==> src/pkg/rsd_regs.svh <==
/*
 Register offsets, field positions, reset values and timing
 figures for the reset source and configuration decode block.
 Assumes the includer wants plain macros and no other state.
*/
`ifndef RSD_REGS_SVH
`define RSD_REGS_SVH

// Register byte offsets
`define RSD_OFS_CFG      8'h00
`define RSD_OFS_WDCTL    8'h04
`define RSD_OFS_STATUS   8'h08
`define RSD_OFS_KEEP     8'h0c

// Configuration word fields
`define RSD_CFG_DPROT    7
`define RSD_CFG_PPROT    6
`define RSD_CFG_EXTSEL   5
`define RSD_CFG_PWRTDIS  4
`define RSD_CFG_WDTEN    3
`define RSD_CFG_OSC_HI   2
`define RSD_CFG_OSC_LO   0
`define RSD_CFG_RESET    16'h3fff

// Watchdog control fields
`define RSD_WD_SOFT      0

// Status fields
`define RSD_ST_TO        0
`define RSD_ST_PD        1
`define RSD_ST_CAUSE_LO  4
`define RSD_ST_CAUSE_HI  6
`define RSD_ST_WDT_ON    8
`define RSD_ST_POWERUP_DELAY_TIMER_RUN  9

// Timing figures
`define RSD_POWERUP_DELAY_TIMER_MS      64
`define RSD_LFOSC_KHZ    31
`define RSD_REARM_US     100
`define RSD_CLK_MHZ      250
`define RSD_FILT_CYC     16

`endif

==> src/pkg/rsd_pkg.sv <==
/*
 Types shared by the reset source and configuration decode block.
 Assumes rsd_regs.svh supplies the numeric constants.
*/
package rsd_pkg;

    // Sequencer states
    typedef enum logic [2:0] {
        RSD_ST_POR  = 3'b000,
        RSD_ST_POWERUP_DELAY_TIMER = 3'b001,
        RSD_ST_RUN  = 3'b010,
        RSD_ST_MASTER_CLEAR_PIN = 3'b011,
        RSD_ST_WDT  = 3'b100
    } rsd_state_t;

    // Oscillator modes, codes as held in the config word
    typedef enum logic [2:0] {
        RSD_OSC_RC_CLOCK_OUTPUT_FUNCTION = 3'b111,
        RSD_OSC_RC_IO     = 3'b110,
        RSD_OSC_INT_CLOCK_OUTPUT_FUNCTION= 3'b101,
        RSD_OSC_INT_IO    = 3'b100,
        RSD_OSC_EXT_CLK   = 3'b011,
        RSD_OSC_FAST_XTAL = 3'b010,
        RSD_OSC_XTAL      = 3'b001,
        RSD_OSC_LP_XTAL   = 3'b000
    } rsd_osc_t;

    // Last reset cause
    typedef enum logic [2:0] {
        RSD_CAUSE_NONE      = 3'b000,
        RSD_CAUSE_POR       = 3'b001,
        RSD_CAUSE_WDT_RUN   = 3'b010,
        RSD_CAUSE_WDT_SLEEP = 3'b011,
        RSD_CAUSE_PIN_RUN   = 3'b100,
        RSD_CAUSE_PIN_SLEEP = 3'b101,
        RSD_CAUSE_BOR       = 3'b110
    } rsd_cause_t;

    // Complete state of the block
    typedef struct packed {
        rsd_state_t  st;
        logic [15:0] filt_cnt;
        logic        pin_low;
        logic [15:0] powerup_delay_timer_cnt;
        logic [15:0] gnd_cnt;
        logic        armed;
        rsd_cause_t  cause;
        logic        to;
        logic        pd;
        logic [15:0] cfg;
        logic        soft_wdt;
        logic [15:0] keep;
        logic [15:0] rdata;
        logic        erase_data;
        logic        erase_prog;
    } rsd_st_t;

endpackage

==> src/rsd_reset_ctrl.sv <==
/*
 Reset source combiner, power-up delay and configuration decode.
 Assumes: one 250 MHz clock, synchronous pin and detector inputs,
 a one-cycle tick from the slow internal oscillator, and a
 register port with read data one cycle after the read strobe.
*/
// Implementation choices: the register offsets and the strobed register port.
// Functional notes
// - Bit 5 selects pin reset, else held inactive
// - Bit 4 high disables power-up delay
// - Bit 3 or soft bit enables watchdog
// - Decode eight oscillator modes from bits 2:0
// - Oscillator pin roles follow mode code
// - Brown-out and delay enables stay independent
// - Data protection off erases data memory
// - Program protection off erases program memory
// - Pin reset in internal/RC mode stops oscillator
// - Six reset kinds are told apart
// - Some registers keep content across resets
// - Chip resets reload; watchdog wake does not
// - Flags report which reset happened
// - Pin reset path rejects short pulses
// - Watchdog reset never drives the pin
// - Hold reset until supply adequate
// - Power-on re-arms after 100 us at ground
// - Weak pull-up when pin reset selected
// - Serial programming entry unaffected by selection
// - Flag values per reset kind
// - Power-up delay 64 ms from slow oscillator
`include "rsd_regs.svh"

module rsd_reset_ctrl
    import rsd_pkg::*;
#(
    parameter int POWERUP_DELAY_TIMER_TICKS =
        `RSD_POWERUP_DELAY_TIMER_MS * `RSD_LFOSC_KHZ,
    parameter int REARM_CYC  =
        `RSD_REARM_US * `RSD_CLK_MHZ,
    parameter int FILT_CYC   = `RSD_FILT_CYC
) (
    // Clock, reset, enable
    input  wire logic        clk,
    input  wire logic        reset,
    input  wire logic        ce,
    // Register port
    input  wire logic [7:0]  addr,
    input  wire logic [15:0] wdata,
    input  wire logic        wr,
    input  wire logic        rd,
    output logic      [15:0] rdata,
    // Reset pin and detectors
    input  wire logic        master_clear_pin,
    output logic             master_clear_pin_o,
    output logic             master_clear_pin_oe,
    output logic             pin_pullup_en,
    output logic             pin_digital_in,
    input  wire logic        supply_ok,
    input  wire logic        supply_at_ground,
    input  wire logic        brownout_below,
    input  wire logic        brownout_enable,
    input  wire logic        lfosc_tick,
    // Core events
    input  wire logic        watchdog_timeout,
    input  wire logic        in_sleep,
    input  wire logic        prog_entry_req,
    // Outputs to the chip
    output logic             chip_reset,
    output logic             watchdog_wake,
    output logic             watchdog_enable,
    output logic             powerup_delay_en,
    output rsd_osc_t         osc_mode,
    output logic             osc2_clock_out,
    output logic             osc2_is_io,
    output logic             osc1_is_io,
    output logic             int_osc_stop,
    output logic             data_erase,
    output logic             prog_erase,
    output logic             prog_entry,
    output logic             timeout_flag,
    output logic             powerdown_flag,
    output rsd_cause_t       reset_cause
);

    // Registered state and its next value
    rsd_st_t s_reg;
    rsd_st_t s_next;

    // Decoded pieces used in several places
    logic     ext_sel;       // Pin acts as reset input
    logic     ext_rst;       // Filtered, selected pin reset
    logic     bor_trip;      // Brown-out condition present
    logic     supply_good;   // Supply adequate for release
    logic     rearm_hit;     // Ground held long enough
    logic     wdt_on;        // Effective watchdog enable
    rsd_osc_t mode;          // Oscillator mode code

    // Oscillator mode is internal or RC type
    function automatic logic osc_is_rc_int(rsd_osc_t m);
        return m == RSD_OSC_RC_CLOCK_OUTPUT_FUNCTION || m == RSD_OSC_RC_IO ||
               m == RSD_OSC_INT_CLOCK_OUTPUT_FUNCTION || m == RSD_OSC_INT_IO;
    endfunction

    // Configuration decode
    always_comb begin
        ext_sel  = s_reg.cfg[`RSD_CFG_EXTSEL];
        // Disabled pin function looks like a released pin
        ext_rst  = ext_sel & s_reg.pin_low;
        // Brown-out enable comes from its own mode logic
        bor_trip = brownout_enable & brownout_below;
        supply_good = supply_ok & ~bor_trip;
        rearm_hit = s_reg.gnd_cnt >= 16'(REARM_CYC);
        wdt_on   = s_reg.cfg[`RSD_CFG_WDTEN] | s_reg.soft_wdt;
        mode     = rsd_osc_t'(
            s_reg.cfg[`RSD_CFG_OSC_HI:`RSD_CFG_OSC_LO]);
    end

    // Next state of the whole block
    always_comb begin
        s_next = s_reg;
        s_next.erase_data = 1'b0;
        s_next.erase_prog = 1'b0;

        // Pin filter: must stay at one level to be believed.
        // While the pin is plain input the filter is parked released,
        // so a stale low cannot reset the chip once the pin is selected
        if (!ext_sel) begin
            s_next.pin_low  = 1'b0;
            s_next.filt_cnt = 16'h0000;
        end else if (master_clear_pin == ~s_reg.pin_low) begin
            s_next.filt_cnt = 16'h0000;
        end else if (s_reg.filt_cnt >= 16'(FILT_CYC - 1)) begin
            // Level held long enough, accept it
            s_next.pin_low  = ~master_clear_pin;
            s_next.filt_cnt = 16'h0000;
        end else begin
            s_next.filt_cnt = s_reg.filt_cnt + 16'h0001;
        end

        // Ground timer; a falling supply alone never resets
        if (!supply_at_ground) begin
            s_next.gnd_cnt = 16'h0000;
        end else if (!rearm_hit) begin
            s_next.gnd_cnt = s_reg.gnd_cnt + 16'h0001;
        end
        if (rearm_hit) begin
            s_next.armed = 1'b1;
        end

        // Read data stands only in the cycle after the strobe
        s_next.rdata = 16'h0000;
        if (rd) begin
            unique case (addr)
                `RSD_OFS_CFG: begin
                    s_next.rdata = s_reg.cfg;
                end
                `RSD_OFS_WDCTL: begin
                    s_next.rdata = {15'h0000, s_reg.soft_wdt};
                end
                `RSD_OFS_STATUS: begin
                    s_next.rdata[`RSD_ST_TO] = s_reg.to;
                    s_next.rdata[`RSD_ST_PD] = s_reg.pd;
                    s_next.rdata[`RSD_ST_CAUSE_HI:`RSD_ST_CAUSE_LO] =
                        s_reg.cause;
                    s_next.rdata[`RSD_ST_WDT_ON]   = wdt_on;
                    s_next.rdata[`RSD_ST_POWERUP_DELAY_TIMER_RUN] =
                        s_reg.st == RSD_ST_POWERUP_DELAY_TIMER;
                end
                `RSD_OFS_KEEP: begin
                    s_next.rdata = s_reg.keep;
                end
                default: begin
                    // Unmapped reads return zero
                    s_next.rdata = 16'h0000;
                end
            endcase
        end

        // Register writes
        if (wr) begin
            unique case (addr)
                `RSD_OFS_CFG: begin
                    s_next.cfg = wdata;
                    // Protection going off wipes the memory
                    s_next.erase_data = wdata[`RSD_CFG_DPROT] &
                        ~s_reg.cfg[`RSD_CFG_DPROT];
                    s_next.erase_prog = wdata[`RSD_CFG_PPROT] &
                        ~s_reg.cfg[`RSD_CFG_PPROT];
                end
                `RSD_OFS_WDCTL: begin
                    s_next.soft_wdt = wdata[`RSD_WD_SOFT];
                end
                `RSD_OFS_KEEP: begin
                    s_next.keep = wdata;
                end
                default: begin
                    // Unmapped writes are dropped
                end
            endcase
        end

        // Reset sequencer
        unique case (s_reg.st)
            RSD_ST_POR: begin
                // Held until supply and brown-out allow release
                s_next.powerup_delay_timer_cnt = 16'h0000;
                if (supply_good) begin
                    s_next.armed = 1'b0;
                    if (!s_reg.cfg[`RSD_CFG_PWRTDIS]) begin
                        s_next.st = RSD_ST_POWERUP_DELAY_TIMER;
                    end else begin
                        s_next.st = RSD_ST_MASTER_CLEAR_PIN;
                    end
                end
            end
            RSD_ST_POWERUP_DELAY_TIMER: begin
                // Delay counts slow ticks; brown-out restarts it
                if (bor_trip) begin
                    s_next.st = RSD_ST_POR;
                end else if (s_reg.powerup_delay_timer_cnt >=
                             16'(POWERUP_DELAY_TIMER_TICKS - 1)) begin
                    s_next.st = RSD_ST_MASTER_CLEAR_PIN;
                end else if (lfosc_tick) begin
                    s_next.powerup_delay_timer_cnt = s_reg.powerup_delay_timer_cnt + 16'h0001;
                end
            end
            RSD_ST_MASTER_CLEAR_PIN: begin
                // Pin held low keeps reset after timeouts expire
                if (bor_trip) begin
                    s_next.st = RSD_ST_POR;
                end else if (!ext_rst) begin
                    s_next.st = RSD_ST_RUN;
                end
            end
            RSD_ST_WDT: begin
                // One held cycle for an internal watchdog reset
                s_next.st = RSD_ST_RUN;
            end
            RSD_ST_RUN: begin
                // Priority: power-on, brown-out, pin, watchdog
                if (s_reg.armed && !supply_ok) begin
                    s_next.st    = RSD_ST_POR;
                    s_next.cause = RSD_CAUSE_POR;
                    s_next.to    = 1'b1;
                    s_next.pd    = 1'b1;
                end else if (bor_trip) begin
                    s_next.st    = RSD_ST_POR;
                    s_next.cause = RSD_CAUSE_BOR;
                    s_next.to    = 1'b1;
                    s_next.pd    = 1'b1;
                end else if (ext_rst) begin
                    s_next.st    = RSD_ST_MASTER_CLEAR_PIN;
                    if (in_sleep) begin
                        s_next.cause = RSD_CAUSE_PIN_SLEEP;
                        s_next.to    = 1'b1;
                        s_next.pd    = 1'b0;
                    end else begin
                        // Flags left as they were
                        s_next.cause = RSD_CAUSE_PIN_RUN;
                    end
                end else if (watchdog_timeout && wdt_on) begin
                    s_next.to = 1'b0;
                    if (in_sleep) begin
                        // Wake only: no register reload
                        s_next.cause = RSD_CAUSE_WDT_SLEEP;
                        s_next.pd    = 1'b0;
                    end else begin
                        s_next.st    = RSD_ST_WDT;
                        s_next.cause = RSD_CAUSE_WDT_RUN;
                    end
                end
            end
            default: begin
                s_next.st = RSD_ST_POR;
            end
        endcase

        // Chip resets reload the software control bits
        if (s_next.st != RSD_ST_RUN) begin
            s_next.soft_wdt = 1'b0;
        end
    end

    // State register; the keep word survives even cold reset
    always_ff @(posedge clk) begin
        if (reset) begin
            s_reg          <= '0;
            s_reg.st       <= RSD_ST_POR;
            s_reg.armed    <= 1'b1;
            s_reg.cause    <= RSD_CAUSE_POR;
            s_reg.to       <= 1'b1;
            s_reg.pd       <= 1'b1;
            s_reg.cfg      <= `RSD_CFG_RESET;
            s_reg.keep     <= s_reg.keep;
        end else if (ce) begin
            s_reg <= s_next;
        end
    end

    // Outputs
    always_comb begin
        rdata = s_reg.rdata;
        // Pin is input only; watchdog never pulls it low
        master_clear_pin_o  = 1'b0;
        master_clear_pin_oe = 1'b0;
        pin_pullup_en  = ext_sel;
        pin_digital_in = ext_sel ? 1'b1 : master_clear_pin;
        // Assert at once on brown-out or pin reset, release by the
        // registered state so all registers leave together
        chip_reset = reset || s_reg.st != RSD_ST_RUN ||
                     bor_trip || ext_rst;
        watchdog_wake = s_reg.cause == RSD_CAUSE_WDT_SLEEP &&
                        !s_reg.pd && !s_reg.to;
        watchdog_enable  = wdt_on;
        powerup_delay_en = ~s_reg.cfg[`RSD_CFG_PWRTDIS];
        osc_mode       = mode;
        osc2_clock_out = mode == RSD_OSC_RC_CLOCK_OUTPUT_FUNCTION ||
                         mode == RSD_OSC_INT_CLOCK_OUTPUT_FUNCTION;
        osc2_is_io     = mode == RSD_OSC_RC_IO ||
                         mode == RSD_OSC_INT_IO ||
                         mode == RSD_OSC_EXT_CLK;
        osc1_is_io     = mode == RSD_OSC_INT_CLOCK_OUTPUT_FUNCTION ||
                         mode == RSD_OSC_INT_IO;
        int_osc_stop   = ext_rst & osc_is_rc_int(mode);
        data_erase     = s_reg.erase_data;
        prog_erase     = s_reg.erase_prog;
        // Programming entry bypasses the pin selection
        prog_entry     = prog_entry_req;
        timeout_flag   = s_reg.to;
        powerdown_flag = s_reg.pd;
        reset_cause    = s_reg.cause;
    end

endmodule

==> config.mk <==
export PLATFORM = sky130hd
export DESIGN_NAME = rsd_reset_ctrl
export DESIGN_NICKNAME = d
export VERILOG_FILES = /design/src/pkg/rsd_pkg.sv /design/src/rsd_reset_ctrl.sv
export VERILOG_INCLUDE_DIRS = /design/src /design/src/pkg
export SDC_FILE = /design/constraint.sdc
export NUM_CORES = 1
export LEC_CHECK = 0
export ABC_CLOCK_PERIOD_IN_PS = 4170
export BUFFER_PORTS_ARGS = -buffer_cell sky130_fd_sc_hd__buf_4
export CORE_ASPECT_RATIO = 0.75
export CORE_UTILIZATION = 60
export CTS_CLUSTER_DIAMETER = 80
export DETAILED_ROUTE_END_ITERATION = 12
export PLACE_DENSITY = 0.94
export REMOVE_ABC_BUFFERS = 1
export SKIP_CTS_REPAIR_TIMING = 1
export SLEW_MARGIN = 5
export SYNTH_ARGS = -nofsm -noshare
export SYNTH_HDL_FRONTEND = slang
export SYNTH_SLANG_ARGS = --single-unit
==> constraint.sdc <==
create_clock -name clk -period 4.17 [get_ports clk]
set_input_delay 0 -clock clk [delete_from_list [all_inputs] [get_ports clk]]
set_output_delay 0 -clock clk [all_outputs]
set_load 0.05 [all_outputs]
==> qor.yml <==
final_layout:
  nets: 663
  syn2layout_area_growth_pct: 15.85
  seq_area_mm2: 0.002342
  largest_register_ffs: 82
  antennaDiodeCount: 0
  multi_input_area_mm2: 0.002389
  n_fill_cell: 535
  drive_gt1_share_pct: 17.89
timing:
  setup_violations: 0
  setup_ws_ns: 1.813
  whs_ns: -0.007386
  fin_crit_ns: 2.357
  rsz0062_at_grt: "no"
  finClkSkew_ns: 0.01716
  fin_crit_sh_pct: 56.53
  max-slew-margin-rel_pct: 20.97
  setup_tns_ns: 0
  fmax_ghz: 0.4242
  max_slew.worst_pin.slew_ns: 1.173
  hold_viol_final: 2
  drv_slew: 0
min_path:
  hold_depth: 4
  hp-start: "supply_ok"
  hold_class: "in2reg"
synth:
  synth_xor_area_share_pct: 1.556
  synthMuxAreaShare_pct: 5.309
  synth_top_family_by_area: "simple AND/OR/NAND/NOR gates"
  ys.flop_type: "dfxtp_1"
  ys_seq_elements: 109
  synth_compound_area_share_pct: 15.38
  synth_area_mm2: 0.005067
  async_reset_ff_share_pct: 0
  yosys_warnings: 0
  synth.distinct_cells: 63
  synthAdderAreaFrac_pct: 0.9877
  synth-edff-count: 16
  yosys.area_share.simple_pct: 23.43
  avgSynthCellArea_um2: 8.921
  syn_inst: 568
  yosysSeqAreaShare_pct: 46.22
floorplan:
  rows: 28
  fp.dieW_um: 108.1
  design.core.area_mm2: 0.008023
  ios: 77
  start_util_pct: 63.16
  dieArea_mm2: 0.008821
  dieHeight_um: 81.59
clock_tree:
  cts_sinks: 109
  htree_levels: 3
  cts.path.max_buffers: 2
  cts_tree: "done"
  cts_root_buffer: "clkbuf_8"
  clk-insertion-delay-late_ns: 0.39
  clk_pin_slew_ns: 0.10
  numCtsBuffers: 9
critical_path:
  required_ns: 4.40
  cp.arrival_ns: 2.58
  worstSetupStartpoint: "s_reg[90]"
  critical_path_class: "reg2reg"
  timing.critical_path.mode_cell: "o21ai_0"
  rr_worst_depth: 6
  startpoint_type: "flop"
  endpoint_kind: "flop"
  critPathMaxStageDelay_ns: 0.93
  slowest_stage: "o21ai_0"
  cp_max_fo: 11
  path_cells: "ha_1 > inv_1 > o21ai_0 > nor3_1 > o21ai_0 > nor2_1"
  r2r_start: "s_reg[90]"
grt:
  grt-ovfl-total: 0
  grt_usage_pct: 27.53
  grt_first_pass_wirelength_mm: 18.58
  antenna_found_initial: 0
  grt_max_degree: 39
  grt_pass1_vias: 3856
detailed_routing:
  wl_per_cell_um: 16.62
  drc: 0
  routed_via_density: 6.187
  firstDrtPassIters: 6
  wirelength_mm: 12.15
  final_antenna_net_count: 0
  vias: 4523
  drtIter0Drc: 374
pwr:
  ir_drop_uv: 227.7
  leakage_nw: 2.112
  powerDensity_mw_per_mm2: 325.7
placement:
  dp_hpwl_mm: 8.144
  place.gp.congestion: 0.8417
  pre_cts_ws_ns: 1.812
  port_buffers: 72
run_status:
  violations: "hold timing"
  outcome: "finished, violations left"
run:
  maxCapViolations: 0
power breakdown:
| group | switching [W] | internal, W | total, W |
|---|---|---|---|
| Clock | 0.000381 | 0.000291 | 0.000672 |
| Combinational | 0.0000918 | 0.0000681 | 0.000160 |
| Sequential | 0.00000954 | 0.00107 | 0.00108 |
through the flow:
| stage | instance area (um^2) | utilization, % | total power [W] | cells | hold slack (ns) |
|---|---|---|---|---|---|
| after floorplan | 4767 | - | 0.001176 | 517 | 0 |
| after global placement | 5464 | 68.11 | 0.001241 | 696 | 0.0003409 |
| after detailed placement | 5464 | 68.11 | 0.001246 | 696 | 0.0003409 |
| after CTS | 5674 | 70.73 | 0.001897 | 712 | -0.2151 |
| after global routing | 5871 | 73.18 | 0.001976 | 731 | 0.0002873 |
| final | 5871 | 73.18 | 0.001912 | 731 | -0.007386 |
cells by family after synthesis:
kind of cell               count (synthesis)
AOI/OAI and AO/OA                        123
xor gates and xnor gates                   9
adders and majority gates                  4
buffers and inverters                     66
DFF                                      109
muxes                                     25
other                                      1
and+or+nand+nor                          231
placed cells by master (no fill, tap or decap), types with 7 or more instances in the layout:
cell type and n:
and2_1 10, nand2_1 68, nor2_1 32, mux2i_1 19, a21oi_1 49, a22o_1 15
edfxtp_1 16, o21ai_0 25, dfxtp_1 93, clkbuf_8 9, dlygate4sd3_1 19, or3_1 13
inv_1 14, nor3_1 13, nand4_1 7, buf_4 74, nand3_1 39
worst max-delay path: cells and delay by family, from the launching register on:
kind	cells	cell delay, ns
simple gates	2	0.29
buf+inv	1	0.09
fa+ha+maj	1	0.24
compound gates	2	1.16
flops	1	0.43
metal layers:
layer  vias to the layer above  share of wire [%]  GRT usage, %
li1                       2127                  -             -
met1                      2123                 42         37.32
met2                       241                 47         43.38
met3                        32                9.0         5.794
met4                         0                2.5         10.68
met5                         -                  0             0
cell type report:
cell class	instances	share of cell area (%)
Clock buffer	10	2.174
Timing Repair Buffer	93	12.70
Sequential cell	109	39.90
Tap cell	105	2.238
Clock inverter	6	1.407
Inverter	14	0.8951
Multi-Input combinational cell	394	40.69
Yosys cell counts, types with 14 or more instances:
cell      count  area (um^2)
a22o_1       15        131.4
a21oi_1      49        245.2
edfxtp_1     16        480.5
nand2_1      68        255.2
dfxtp_1      93         1862
nor2_1       32        120.1
nor3_1       14        70.07
inv_1        14        52.55
buf_4        26        195.2
mux2i_1      19        190.2
nand3_1      39        195.2
clkbuf_1     19        71.32
o21ai_0      25        125.1
worst paths after layout:
| kind | endpoint | slack (ns) |
|---|---|---|
| max | s_reg[96] | 1.81 |
| min | s_reg[56] | -0.007 |
| max reg2reg | s_reg[96] | 1.81 |
| min reg2reg | rdata[9] | 0.47 |
Note: power is estimated with default switching activity, not from simulation.
